--- config.mk ---
export PLATFORM = sky130hd
export DESIGN_NAME = rci_reset_init
export DESIGN_NICKNAME = d
export VERILOG_FILES = /design/src/rci_pkg.sv /design/src/rci_evt_if.sv /design/src/rci_cause_decode.sv /design/src/rci_reset_init.sv
export SDC_FILE = /design/constraint.sdc
export NUM_CORES = 1
export LEC_CHECK = 0
export BUFFER_PORTS_ARGS = -buffer_cell sky130_fd_sc_hd__buf_4
export CORE_MARGIN = 5
export CORE_UTILIZATION = 50
export DETAILED_ROUTE_END_ITERATION = 10
export GPL_ROUTABILITY_DRIVEN = 0
export PLACE_DENSITY_LB_ADDON = 0.3
export SLEW_MARGIN = 20
export SYNTH_ARGS = -nofsm -noshare
export SYNTH_HDL_FRONTEND = slang
export SYNTH_SLANG_ARGS = --single-unit
export TNS_END_PERCENT = 5
--- constraint.sdc ---
create_clock -name mclk -period 14.3 [get_ports mclk]
set_input_delay 3.575 -clock mclk [delete_from_list [all_inputs] [get_ports mclk]]
set_output_delay 3.575 -clock mclk [all_outputs]
set_load 0.01 [all_outputs]
--- src/rci_pkg.sv ---
// package: offsets, field positions, reset values and event codes for the reset-cause block
package rci_pkg;
    // register indexes on the plain register port
    localparam logic [3:0] ADDR_CAUSE    = 4'h0;
    localparam logic [3:0] ADDR_STACK    = 4'h1;
    localparam logic [3:0] ADDR_TOP_U    = 4'h2;
    localparam logic [3:0] ADDR_TOP_H    = 4'h3;
    localparam logic [3:0] ADDR_TOP_L    = 4'h4;
    localparam logic [3:0] ADDR_LAT_U    = 4'h5;
    localparam logic [3:0] ADDR_LAT_H    = 4'h6;
    localparam logic [3:0] ADDR_PC_LO    = 4'h7;
    localparam logic [3:0] ADDR_TBLU     = 4'h8;
    localparam logic [3:0] ADDR_TBLH     = 4'h9;
    localparam logic [3:0] ADDR_TBLL     = 4'ha;
    localparam logic [3:0] ADDR_TBL_DAT  = 4'hb;
    localparam logic [3:0] ADDR_INTC1    = 4'hc;
    localparam logic [3:0] ADDR_INTC2    = 4'hd;
    localparam logic [3:0] ADDR_INTC3    = 4'he;
    localparam logic [3:0] ADDR_EVT      = 4'hf;

    // reset-cause register bit positions (bit 6 unimplemented)
    localparam int CAUSE_IPEN = 7;
    localparam int CAUSE_CFG   = 5;
    localparam int CAUSE_INSTR = 4;
    localparam int CAUSE_TO    = 3;
    localparam int CAUSE_DOWN  = 2;
    localparam int CAUSE_POR  = 1;
    localparam int CAUSE_BOR  = 0;
    localparam logic [7:0] CAUSE_MASK = 8'hbf;

    // stack pointer register: full, underflow, bit 5 unimplemented, level
    localparam int STK_FUL = 7;
    localparam int STK_UNF = 6;
    localparam logic [7:0] STK_MASK  = 8'hdf;
    localparam logic [7:0] STK_LEVEL = 8'h1f;

    localparam logic [4:0] TOP_U_MASK = 5'h1f;
    localparam logic [5:0] TBLU_MASK = 6'h3f;

    localparam logic [7:0] INTC1_RST = 8'h00;
    localparam logic [7:0] INTC2_RST = 8'hff;
    localparam logic [7:0] INTC3_RST = 8'hc0;
    localparam int INTC1_EN_HI = 7;
    localparam int INTC1_EN_LO = 6;

    localparam logic [20:0] PC_RESET   = 21'h000000;
    localparam logic [20:0] VEC_HIGH   = 21'h000008;
    localparam logic [20:0] VEC_LOW    = 21'h000018;
    localparam logic [20:0] PC_STEP    = 21'h000002;

    // event/interrupt status bit positions
    localparam int EVT_HARD  = 0;
    localparam int EVT_WAKE  = 1;
    localparam int EVT_STACK = 2;
    localparam int EVT_W     = 3;

    typedef enum {
        RCI_NONE, RCI_POR, RCI_BOR, RCI_PIN_FULL, RCI_PIN_RUN, RCI_PIN_IDLE,
        RCI_WDT_RUN, RCI_RESET_INSTR, RCI_STK_FULL, RCI_STK_UNF, RCI_STK_UNF_ERR,
        RCI_MISMATCH, RCI_WAKE_WDT, RCI_WAKE_INT
    } rci_cause_t;

    typedef enum {
        RCI_MODE_FULL, RCI_MODE_RUN, RCI_MODE_IDLE
    } rci_pmode_t;
endpackage : rci_pkg

--- src/rci_evt_if.sv ---
// interface carrying the decoded restart cause from the decoder to the register logic
`timescale 1ns/1ps
`default_nettype none
interface rci_evt_if;
    import rci_pkg::*;
    rci_cause_t cause;
    logic       valid;
    modport dec (output cause, output valid);
    modport use_side (input cause, input valid);
endinterface : rci_evt_if
`default_nettype wire

--- src/rci_cause_decode.sv ---
// priority decoder: one restart cause per cycle from the event inputs
`timescale 1ns/1ps
`default_nettype none
module rci_cause_decode
    import rci_pkg::*;
(
    input  wire logic       por_evt,
    input  wire logic       bor_evt,
    input  wire logic       xpin_evt,
    input  wire logic       wdt_evt,
    input  wire logic       reset_instr,
    input  wire logic       mismatch_evt,
    input  wire logic       stk_over,
    input  wire logic       stk_under,
    input  wire logic       wake_int,
    input  wire logic       stk_rst_en,
    input  wire logic [1:0] pmode,
    rci_evt_if.dec          evt
);
    // ------------------------------------------------------------
    // priority decode
    // ------------------------------------------------------------
    always_comb
    begin
        evt.valid = 1'b1;
        evt.cause = RCI_NONE;
        if (por_evt)
            evt.cause = RCI_POR;
        else if (bor_evt)
            evt.cause = RCI_BOR;
        else if (xpin_evt)
        begin
            case (pmode)
                2'h0:    evt.cause = RCI_PIN_FULL;
                2'h1:    evt.cause = RCI_PIN_RUN;
                default: evt.cause = RCI_PIN_IDLE;
            endcase
        end
        else if (mismatch_evt)
            evt.cause = RCI_MISMATCH;
        else if (wdt_evt)
            evt.cause = (pmode >= 2'h2) ? RCI_WAKE_WDT : RCI_WDT_RUN;
        else if (reset_instr)
            evt.cause = RCI_RESET_INSTR;
        else if (stk_over && stk_rst_en)
            evt.cause = RCI_STK_FULL;
        else if (stk_under)
            evt.cause = stk_rst_en ? RCI_STK_UNF : RCI_STK_UNF_ERR;
        else if (wake_int && pmode >= 2'h1)
            evt.cause = RCI_WAKE_INT;
        else
            evt.valid = 1'b0;
    end
endmodule : rci_cause_decode
`default_nettype wire

--- src/rci_reset_init.sv ---
// reset-cause flags, restart address and forced register values
`timescale 1ns/1ps
`default_nettype none
module rci_reset_init
    import rci_pkg::*;
(
    input  wire logic        mclk,
    input  wire logic        rst,
    input  wire logic        por_pin,
    input  wire logic        bor_pin,
    input  wire logic        external_reset_pin_n,
    input  wire logic        watchdog_timeout,
    input  wire logic        reset_instr,
    input  wire logic        mismatch_evt,
    input  wire logic        stk_over,
    input  wire logic        stk_under,
    input  wire logic        wake_int,
    input  wire logic        wake_int_high,
    input  wire logic        stack_error_reset_enable,
    input  wire logic [1:0]  pmode,
    input  wire logic [20:0] pc_current,
    input  wire logic [3:0]  addr,
    input  wire logic [7:0]  wdata,
    input  wire logic        wr,
    input  wire logic        rd,
    output logic      [7:0]  rdata,
    output logic      [20:0] restart_pc,
    output logic             restart_load,
    output logic             core_hold,
    output logic             irq
);
    // ------------------------------------------------------------
    // pin synchronisers
    // ------------------------------------------------------------
    // pins are asynchronous; first stage feeds only the second
    logic [2:0] sync1;
    logic [2:0] sync2;
    logic [2:0] sync_prev;
    always_ff @(posedge mclk or posedge rst)
    begin
        if (rst)
        begin
            sync1     <= 3'h0;
            sync2     <= 3'h0;
            sync_prev <= 3'h0;
        end
        else
        begin
            sync1     <= {~external_reset_pin_n, bor_pin, por_pin};
            sync2     <= sync1;
            sync_prev <= sync2;
        end
    end
    // an asserted level causes one restart, at its leading edge
    logic por_evt;
    logic bor_evt;
    logic xpin_evt;
    assign por_evt  = sync2[0] & ~sync_prev[0];
    assign bor_evt  = sync2[1] & ~sync_prev[1];
    assign xpin_evt = sync2[2] & ~sync_prev[2];

    rci_evt_if evt ();
    rci_cause_decode u_dec (
        .por_evt      (por_evt),
        .bor_evt      (bor_evt),
        .xpin_evt     (xpin_evt),
        .wdt_evt      (watchdog_timeout),
        .reset_instr  (reset_instr),
        .mismatch_evt (mismatch_evt),
        .stk_over     (stk_over),
        .stk_under    (stk_under),
        .wake_int     (wake_int),
        .stk_rst_en   (stack_error_reset_enable),
        .pmode        (pmode),
        .evt          (evt)
    );

    // ------------------------------------------------------------
    // register state
    // ------------------------------------------------------------
    logic [7:0]  cause;
    logic [7:0]  stack;
    logic [4:0]  top_u;
    logic [7:0]  top_h;
    logic [7:0]  top_l;
    logic [4:0]  lat_u;
    logic [7:0]  lat_h;
    logic [7:0]  pc_lo;
    logic [5:0]  tblu;
    logic [7:0]  tblh;
    logic [7:0]  tbll;
    logic [7:0]  tbl_dat;
    logic [7:0]  intc1;
    logic [7:0]  intc2;
    logic [7:0]  intc3;
    logic [EVT_W-1:0] evt_stat;
    logic [EVT_W-1:0] evt_mask;
    logic [20:0] restart_pc_q;
    logic        restart_load_q;

    logic [7:0]  next_cause;
    logic [7:0]  next_stack;
    logic [4:0]  next_top_u;
    logic [7:0]  next_top_h;
    logic [7:0]  next_top_l;
    logic [4:0]  next_lat_u;
    logic [7:0]  next_lat_h;
    logic [7:0]  next_pc_lo;
    logic [5:0]  next_tblu;
    logic [7:0]  next_tblh;
    logic [7:0]  next_tbll;
    logic [7:0]  next_tbl_dat;
    logic [7:0]  next_intc1;
    logic [7:0]  next_intc2;
    logic [7:0]  next_intc3;
    logic [EVT_W-1:0] next_evt_stat;
    logic [EVT_W-1:0] next_evt_mask;
    logic [20:0] next_restart_pc;
    logic        next_restart_load;
    logic [7:0]  next_rdata;

    logic hard;
    logic power;
    logic wake;
    logic [20:0] wake_pc;
    logic [20:0] pc_next_seq;
    logic [EVT_W-1:0] evt_set;

    // ------------------------------------------------------------
    // next-state logic
    // ------------------------------------------------------------
    always_comb
    begin
        next_cause  = cause;
        next_stack  = stack;
        next_top_u  = top_u;
        next_top_h  = top_h;
        next_top_l  = top_l;
        next_lat_u  = lat_u;
        next_lat_h  = lat_h;
        next_pc_lo  = pc_lo;
        next_tblu   = tblu;
        next_tblh   = tblh;
        next_tbll   = tbll;
        next_tbl_dat = tbl_dat;
        next_intc1  = intc1;
        next_intc2  = intc2;
        next_intc3  = intc3;
        next_evt_mask     = evt_mask;
        next_restart_pc   = restart_pc_q;
        next_restart_load = 1'b0;
        pc_next_seq = pc_current + PC_STEP;
        wake_pc     = pc_next_seq;

        // software writes first, so any hardware update below wins
        if (wr)
        begin
            case (addr)
                ADDR_CAUSE:  next_cause  = wdata & CAUSE_MASK;
                ADDR_STACK:  next_stack  = wdata & STK_MASK;
                ADDR_TOP_U:  next_top_u  = wdata[4:0];
                ADDR_TOP_H:  next_top_h  = wdata;
                ADDR_TOP_L:  next_top_l  = wdata;
                ADDR_LAT_U:  next_lat_u  = wdata[4:0];
                ADDR_LAT_H:  next_lat_h  = wdata;
                ADDR_PC_LO:  next_pc_lo  = wdata;
                ADDR_TBLU:   next_tblu   = wdata[5:0];
                ADDR_TBLH:   next_tblh   = wdata;
                ADDR_TBLL:   next_tbll   = wdata;
                ADDR_TBL_DAT: next_tbl_dat = wdata;
                ADDR_INTC1:  next_intc1  = wdata;
                ADDR_INTC2:  next_intc2  = wdata;
                ADDR_INTC3:  next_intc3  = wdata;
                default:     next_evt_mask = wdata[EVT_W-1:0];
            endcase
        end

        power = (evt.cause == RCI_POR) || (evt.cause == RCI_BOR);
        wake  = (evt.cause == RCI_WAKE_WDT) || (evt.cause == RCI_WAKE_INT);
        hard  = evt.valid && !wake && (evt.cause != RCI_STK_UNF_ERR);

        // flag updates; untouched flags stay as they were
        case (evt.cause)
            RCI_POR:
            begin
                next_cause[CAUSE_CFG]   = 1'b1;
                next_cause[CAUSE_INSTR] = 1'b1;
                next_cause[CAUSE_TO]    = 1'b1;
                next_cause[CAUSE_DOWN]  = 1'b1;
                next_cause[CAUSE_POR]   = 1'b0;
                next_cause[CAUSE_BOR]   = 1'b0;
                next_stack[STK_FUL]     = 1'b0;
                next_stack[STK_UNF]     = 1'b0;
            end
            RCI_BOR:
            begin
                next_cause[CAUSE_CFG]   = 1'b1;
                next_cause[CAUSE_INSTR] = 1'b1;
                next_cause[CAUSE_TO]    = 1'b1;
                next_cause[CAUSE_DOWN]  = 1'b1;
                next_cause[CAUSE_BOR]   = 1'b0;
            end
            RCI_RESET_INSTR: next_cause[CAUSE_INSTR] = 1'b0;
            RCI_WDT_RUN:     next_cause[CAUSE_TO] = 1'b0;
            RCI_PIN_FULL:    next_cause = next_cause;
            RCI_PIN_RUN:     next_cause[CAUSE_TO] = 1'b1;
            RCI_PIN_IDLE:
            begin
                next_cause[CAUSE_TO]   = 1'b1;
                next_cause[CAUSE_DOWN] = 1'b0;
            end
            RCI_MISMATCH:    next_cause[CAUSE_CFG] = 1'b0;
            RCI_STK_FULL:    next_stack[STK_FUL]  = 1'b1;
            RCI_STK_UNF:     next_stack[STK_UNF]  = 1'b1;
            RCI_STK_UNF_ERR: next_stack[STK_UNF]  = 1'b1;
            RCI_WAKE_WDT:
            begin
                next_cause[CAUSE_TO]   = 1'b0;
                next_cause[CAUSE_DOWN] = 1'b0;
            end
            RCI_WAKE_INT:    next_cause[CAUSE_DOWN] = 1'b0;
            default:         next_cause = next_cause;
        endcase

        if (hard)
        begin
            next_top_u  = 5'h00;
            next_top_h  = 8'h00;
            next_top_l  = 8'h00;
            next_lat_u  = 5'h00;
            next_lat_h  = 8'h00;
            next_pc_lo  = 8'h00;
            next_tblu   = 6'h00;
            next_tblh   = 8'h00;
            next_tbll   = 8'h00;
            next_tbl_dat = 8'h00;
            // brown-out and stack-error resets keep stack flags, other hard resets clear all
            if (power)
                next_stack = next_stack & ~STK_LEVEL;
            else if (evt.cause == RCI_STK_FULL || evt.cause == RCI_STK_UNF)
                next_stack = next_stack & (STK_MASK & ~STK_LEVEL);
            else
                next_stack = 8'h00;
            next_intc1 = {INTC1_RST[7:1],
                          (evt.cause == RCI_POR) ? INTC1_RST[0] : intc1[0]};
            next_intc2 = INTC2_RST;
            next_intc3 = INTC3_RST;
            next_restart_pc   = PC_RESET;
            next_restart_load = 1'b1;
        end
        else if (wake)
        begin
            if (evt.cause == RCI_WAKE_INT
                && (intc1[INTC1_EN_HI] || intc1[INTC1_EN_LO]))
            begin
                wake_pc    = wake_int_high ? VEC_HIGH : VEC_LOW;
                // return address pushed to the top of stack
                next_top_u = pc_current[20:16];
                next_top_h = pc_current[15:8];
                next_top_l = pc_current[7:0];
                next_stack = {stack[7:5], stack[4:0] + 5'h01};
            end
            next_pc_lo        = wake_pc[7:0];
            next_restart_pc   = wake_pc;
            next_restart_load = 1'b1;
        end

        // status: hardware set wins over a write-one clear
        evt_set = {evt.cause == RCI_STK_FULL || evt.cause == RCI_STK_UNF
                   || evt.cause == RCI_STK_UNF_ERR, wake, hard};
        next_evt_stat = evt_stat;
        if (wr && addr == ADDR_EVT)
            next_evt_stat = evt_stat & ~wdata[EVT_W-1:0];
        next_evt_stat = next_evt_stat | evt_set;

        case (addr)
            ADDR_CAUSE:  next_rdata = cause;
            ADDR_STACK:  next_rdata = stack;
            ADDR_TOP_U:  next_rdata = {3'h0, top_u};
            ADDR_TOP_H:  next_rdata = top_h;
            ADDR_TOP_L:  next_rdata = top_l;
            ADDR_LAT_U:  next_rdata = {3'h0, lat_u};
            ADDR_LAT_H:  next_rdata = lat_h;
            ADDR_PC_LO:  next_rdata = pc_lo;
            ADDR_TBLU:   next_rdata = {2'h0, tblu};
            ADDR_TBLH:   next_rdata = tblh;
            ADDR_TBLL:   next_rdata = tbll;
            ADDR_TBL_DAT: next_rdata = tbl_dat;
            ADDR_INTC1:  next_rdata = intc1;
            ADDR_INTC2:  next_rdata = intc2;
            ADDR_INTC3:  next_rdata = intc3;
            default:     next_rdata = {1'b0, evt_mask, 1'b0, evt_stat};
        endcase
        if (!rd)
            next_rdata = 8'h00;
    end

    // ------------------------------------------------------------
    // registers
    // ------------------------------------------------------------
    // rst stands for the power-on state of the flops themselves
    always_ff @(posedge mclk or posedge rst)
    begin
        if (rst)
        begin
            cause  <= 8'h1c;
            stack  <= 8'h00;
            top_u  <= 5'h00;
            top_h  <= 8'h00;
            top_l  <= 8'h00;
            lat_u  <= 5'h00;
            lat_h  <= 8'h00;
            pc_lo  <= 8'h00;
            tblu   <= 6'h00;
            tblh   <= 8'h00;
            tbll   <= 8'h00;
            tbl_dat <= 8'h00;
            intc1  <= INTC1_RST;
            intc2  <= INTC2_RST;
            intc3  <= INTC3_RST;
            evt_stat       <= 3'h0;
            evt_mask       <= 3'h0;
            restart_pc_q   <= PC_RESET;
            restart_load_q <= 1'b0;
            rdata          <= 8'h00;
        end
        else
        begin
            cause  <= next_cause;
            stack  <= next_stack;
            top_u  <= next_top_u;
            top_h  <= next_top_h;
            top_l  <= next_top_l;
            lat_u  <= next_lat_u;
            lat_h  <= next_lat_h;
            pc_lo  <= next_pc_lo;
            tblu   <= next_tblu;
            tblh   <= next_tblh;
            tbll   <= next_tbll;
            tbl_dat <= next_tbl_dat;
            intc1  <= next_intc1;
            intc2  <= next_intc2;
            intc3  <= next_intc3;
            evt_stat       <= next_evt_stat;
            evt_mask       <= next_evt_mask;
            restart_pc_q   <= next_restart_pc;
            restart_load_q <= next_restart_load;
            rdata          <= next_rdata;
        end
    end

    assign restart_pc   = restart_pc_q;
    assign restart_load = restart_load_q;
    // core held while any reset level stands
    assign core_hold    = sync2[0] | sync2[1] | sync2[2];
    assign irq          = |(evt_stat & evt_mask);
endmodule : rci_reset_init
`default_nettype wire

# Word-level counts from Yosys, hierarchy flattened
# Index checks and enable logic that the tools add are counted.
op_classes:
  n_addsub: 2
  mul: 0
  div_mod_pow: 0
  n_lt_le_gt_ge: 2
  eq_ne: 38
  n_shift: 0
  muxes: 94
  bitwise_logic: 14
  reduce_logical: 65
ops:
  columns: ["operator", "n"]
  rows:
  - ["$mux 8", 43]
  - ["$mux 32", 8]
  - ["$eq 32x4->1 const B", 6]
  - ["$eq 32x3->1 const B", 5]
  - ["$eq 32x5->1 const B", 5]
  - ["$pmux 8 s15", 1]
  - ["$eq 32x2->1 const B", 2]
  - ["$mux 21", 3]
  - ["$mux 5", 9]
  - ["$reduce_and 2->1", 18]
  - ["$eq 32x1->1 const B", 1]
  - ["$eq 4x4->1 const B", 8]
  - ["$ne 32x5->1 const B", 1]
  - ["$mux 6", 5]
  - ["$reduce_bool 2->1", 15]
  - ["$reduce_bool 3->1", 10]
  - ["$add 21x2->21 const B", 1]
  - ["$eq 4x3->1 const B", 4]
  - ["$reduce_or 15->1", 1]
  - ["$mux 1", 14]
  - ["$pmux 1 s2", 6]
  - ["$eq 4x2->1 const B", 2]
  - ["$mux 4", 2]
  - ["$and 3x3->3", 2]
  - ["other kinds (24)", 43]
word_totals:
  register_bits: 156
  latch_bits: 0
  ramBits: 0
  romBits: 0
  input_bits: 50
  output_inout_bits: 32
  word_cells: 246
  memories: 0

# Depth between registers and ports, before layout
logic_depth:
  depth_word: 18
  mapped_depth: 10
  depth_no_buf: 8

# Hierarchy
# From an unflattened synthesis, not the netlist that was laid out.
unflattened:
  cells_unflattened: 958
  hier_area_um2: 9270.1
modules_own_cells:
  columns: ["module", "instances", "cells_per_inst", "area_each_um2", "seq_area_each_um2"]
  rows:
  - ["rci_reset_init", 1, 903, 8883.5, 3920.0]
  - ["rci_cause_decode", 1, 55, 386.6, 0.0]

# Least setup slack after synthesis
# Ideal clock, no wire load.
synth_path:
  path_kind: "input to register"
  from: "input watchdog_timeout"
  to: "register top_h[0]"
  setup_time_ps: 87
  t_arrival_ps: 5317
  t_required_ps: 14213
  slack_ps: 8896
  stages: 9
  path_buffers: 3
  path_cell_list: "clkbuf_2 -> nor2_1 -> a221o_1 -> a31o_1 -> or3_4 -> and3_4 -> buf_6 -> buf_6 -> a211oi_2"
synth_via:
  elab_chain_len: 11
  elab_cells_between_ends: 21
  classes_between: "eq/ne: 3; mux: 13; reduce/logical: 5"
synth_rtl:
  columns: ["element", "line_no", "text"]
  rows:
  - ["from (decl)", "rci_reset_init.sv:12", "input wire logic watchdog_timeout,"]
  - ["$mux 32", "rci_cause_decode.sv:41", "else if (wdt_evt)"]
  - ["$mux 32", "rci_cause_decode.sv:39", "else if (mismatch_evt)"]
  - ["$mux 32", "rci_cause_decode.sv:31", "else if (xpin_evt)"]
  - ["$mux 32", "rci_cause_decode.sv:29", "else if (bor_evt)"]
  - ["$mux 32", "rci_cause_decode.sv:27", "if (por_evt)"]
  - ["$eq 32x5->1 (on tied branches)", "rci_reset_init.sv:179, rci_reset_init.sv:253", null]
  - ["$logic_or 1x1->1", "rci_reset_init.sv:179", "wake = (evt.cause == RCI_WAKE_WDT) || (evt.cause == RCI_WAKE_INT);"]
  - ["$logic_not 1->1", "rci_reset_init.sv:180", "hard = evt.valid && !wake && (evt.cause != RCI_STK_UNF_ERR);"]
  - ["$logic_and 1x1->1 (2 in a row)", "rci_reset_init.sv:180", null]
  - ["$mux 8 (*)", "rci_reset_init.sv:225", "if (hard)"]
  - ["net next_top_h[0]", "rci_reset_init.sv:104", "logic [7:0] next_top_h;"]
  - ["to (signal assigned)", "rci_reset_init.sv:332", "top_h <= next_top_h;"]
  - ["to (decl)", "rci_reset_init.sv:84", "logic [7:0] top_h;"]
# Mark *: on every way through the listed nets, which the timed path passes. The rest lies on a longest branch.
# A chain may end at the register's enable or synchronous reset.

# Worst setup path in the final report
layout_path:
  from: "input pmode[1]"
  to: "register intc1[0]"
layout_via:
  elab_chain_len: 18
  elab_cells_between_ends: 38
  classes_between: "order compare: 2; eq/ne: 6; mux: 21; reduce/logical: 9"
layout_rtl:
  columns: ["element", "line_no", "text"]
  rows:
  - ["from (decl)", "rci_reset_init.sv:20", "input wire logic [1:0] pmode,"]
  - ["$ge 2x1->1", "rci_cause_decode.sv:49", "else if (wake_int && pmode >= 2'h1)"]
  - ["$logic_and 1x1->1", "rci_cause_decode.sv:49", null]
  - ["$mux 4", "rci_cause_decode.sv:49", null]
  - ["$mux 32", "rci_cause_decode.sv:47", "else if (stk_under)"]
  - ["$mux 32", "rci_cause_decode.sv:45", "else if (stk_over && stk_rst_en)"]
  - ["$mux 32", "rci_cause_decode.sv:43", "else if (reset_instr)"]
  - ["$mux 32", "rci_cause_decode.sv:41", null]
  - ["$mux 32", "rci_cause_decode.sv:39", null]
  - ["$mux 32", "rci_cause_decode.sv:31", null]
  - ["$mux 32", "rci_cause_decode.sv:29", null]
  - ["$mux 32", "rci_cause_decode.sv:27", null]
  - ["$eq 32x5->1", "rci_reset_init.sv:179", null]
  - ["$logic_or 1x1->1", "rci_reset_init.sv:179", null]
  - ["$logic_not 1->1", "rci_reset_init.sv:180", null]
  - ["$logic_and 1x1->1 (2 in a row)", "rci_reset_init.sv:180", null]
  - ["$ne 2x1->1 (no line) / $reduce_bool 2->1 (equally long branches)", null, null]
  - ["$reduce_and 3->1 (no line)", null, null]
  - ["to (signal assigned)", "rci_reset_init.sv:341", "intc1 <= next_intc1;"]
  - ["to (decl)", "rci_reset_init.sv:93", "logic [7:0] intc1;"]
# Parallel ways exist; a longest one is shown, timed or not.

==> metrics <==
H-tree depth 4; Crit. End Element flop; CP Launch Type primary input; GRT overflow 0; final setup fails 0; min Tclk post-route 6.07 ns; layout cells sized above 1 17.3%; Post-synth EDFFs 0; Area Growth Syn to Fin 15.6%; Via Count 7210; WP depth 7; Routed Antenna Nets 0; area of the multi-input gates 4120 um^2; family with the most delay on the worst path simple AND/OR/NAND/NOR gates; Power per Cell Area 111 nW/um^2; reg-to-reg setup timing slack 10.79 ns; maximum achievable frequency 165 MHz; top cells by count, synth dfrtp_1 (143), nor2_1 (120), nand2_1 (110); worst slew pin tran 1.12 ns; post-DP HPWL 17300 um; fillers 1445; chip height 139 um; Post-CTS Setup Inserts 0; die width 139 um; Synth warnings 0; post-DR vias/cell 6.17; Seq cells post-synth 156; Bufs on Longest Clock Path 2; Worst path max stage delay 0.77 ns; synth top area cells dfrtp_1 (43%), mux2i_1 (11%), nor2_1 (5.4%); RSZ-0062 raised after global routing false; Initial Util 50.7%; register area share after synthesis 46.9%; Synth area leader dfrtp_1; GRT Overall Usage 26.8%; initial antenna violation count 0; CTS Buf Count 17; clock transition at the registers of the reported paths 0.06 ns; num ports 82; post-CTS resize count 0; worst reg-to-reg path cell count 7; Final Non-Filler Cells 1169; CP endpoint intc1[0]; Post-Route Skew 0.00829 ns; Total Wirelength 25600 um; Rows 47; vias in the first global route 7091; hold buffers post-CTS 0; register area 3920 um^2; Arr. time, crit path 6.39 ns; Starting DRT DRC Count 819; Worst Path Required 14.62 ns; fin nets 988; ys async rst share 100%; IR drop worst, VDD 0.0903 mV; origin of the critical flop-to-flop path sync2[2]; final hold vios 0; placed instance count 1136; Hold Path Class reg -> reg; CP Buf/Inv Count 1; max-slew violations 0; area of the mapped netlist 8350 um^2; largest net degree at the start of global routing 102; Die ar. 19400 um^2; worst rel slew slack 24.7%; ANT cells 0; # Max-Cap Violations 0; CTS tree built; Mean Syn Cell Area 9.40 um^2; post-synth net total 941; Final TNS setup 0 ns; most common cell in the netlist dfrtp_1; drt drc 0; PortBufs 81; final worst-path cycle share 42.4%; synth unique cells 68; Initial DRT Pass Iterations 5; CP Max Fanout 16; DR WL/cell 21.9 um; CTS Root Cell clkbuf_16; post-synth top area share 42.8%; Synth Instances 889; clk sink count 156; WS Path Type in -> reg; Leak 4.08 nW; Critical Path Start pmode[1]; worst skew pair latency 0.43 ns; status completed; CP max stage cell nand3_1; top_reg_cell synth dfrtp_1; Fin Hold WS 0.349 ns; Worst R2R End intc1[0]; first-pass GRT wire length 40500 um; worst-path cell chain buf_4 > o21a_1 > a2111o_1 > and3_1 > nand2_1 > nand3_1 > a31o_2; CORE AREA 16500 um^2
[where the power goes]
group          switching [W]  total, W  leakage [nW]  internal [W]
Clock               0.000188  0.000480         0.293      0.000292
Combinational      0.0000863  0.000128          1.71     0.0000421
Sequential        0.00000951  0.000464          2.07      0.000455
[sequential cells by signal, summed over array words and instances, names as in the netlist, 6 cells and up]
signal and cells:
tblu 6, intc3 8, restart_pc 21, stack 8
pc_lo 8, tbl_dat 8, top_l 8, rdata 8
tbll 8, tblh 8, top_h 8, lat_h 8
intc2 8, intc1 8, cause 7
[layer usage]
metal	wire length [um]	part of all wire (%)	vias up	global-route usage, %
li1	-	-	3268	-
met1	10700	42	3500	36.8
met2	11400	45	362	39.5
met3	2500	9.8	80	8.99
met4	983	3.8	0	10.1
met5	0	0	-	0
[cell families (layout without fill, tap and decap cells)]
group | after synthesis | count (layout) | synth area share [%]
xor+xnor | 18 | 18 | 1.89
fa+ha+maj | 2 | 2 | 0.299
simple gates | 341 | 341 | 18.2
flops | 156 | 156 | 46.9
compound gates | 206 | 206 | 16.9
mux | 97 | 97 | 12.0
buf+inv | 69 | 129 | 3.79
[cells in the final DEF, fill, tap and decap left out, types with 7 or more instances in the layout]
cell type / synthesis / routed
buf_4: 0 / 87
a211oi_2: 13 / 13
dfstp_2: 13 / 13
a22oi_1: 10 / 10
dfrtp_1: 143 / 143
nor2_1: 120 / 120
mux2i_1: 88 / 88
nor2b_1: 15 / 15
nor3_1: 11 / 11
xnor2_1: 7 / 7
nand2_1: 110 / 110
nand3_1: 48 / 48
a211oi_1: 12 / 12
o21ai_0: 52 / 52
clkbuf_16: 0 / 17
mux2_2: 7 / 7
inv_1: 9 / 8
xor2_1: 11 / 11
a21oi_1: 59 / 59
[worst min-delay path by stage]
stage | depth (start not counted) | slack [ns] | endpoint | start
3_3_place_gp | 0 | 0.33 | sync2[1] | sync1[1]
2_1_floorplan | 0 | 0.33 | sync2[0] | sync1[0]
5_1_grt | 0 | 0.37 | sync2[1] | sync1[1]
3_5_place_dp | 0 | 0.34 | sync2[0] | sync1[0]
6_report | 0 | 0.35 | sync2[0] | sync1[0]
4_1_cts | 0 | 0.35 | sync2[0] | sync1[0]
[per-stage QoR]
| step | utilization (%) | setup WS (ns) | area, um^2 | power, W |
|---|---|---|---|---|
| floorplan | - | 6.54 | 8350 | 0.000548 |
| global placement | 54.7 | 7.84 | 9000 | 0.000595 |
| detailed placement | 54.7 | 7.77 | 9000 | 0.000595 |
| CTS | 58.5 | 8.20 | 9630 | 0.00107 |
| global route | 58.6 | 8.17 | 9660 | 0.00111 |
| finish | 58.6 | 8.23 | 9660 | 0.00107 |
[area by class of cell]
type | instances | share of cell area (%)
repair buffers | 88 | 7.05
inverters | 9 | 0.402
clock inverters | 14 | 2.02
flip-flops and latches | 156 | 40.6
well taps | 220 | 2.85
clock buffers | 18 | 4.44
multi-input cells | 664 | 42.6
(Power assumes the default switching activity.)
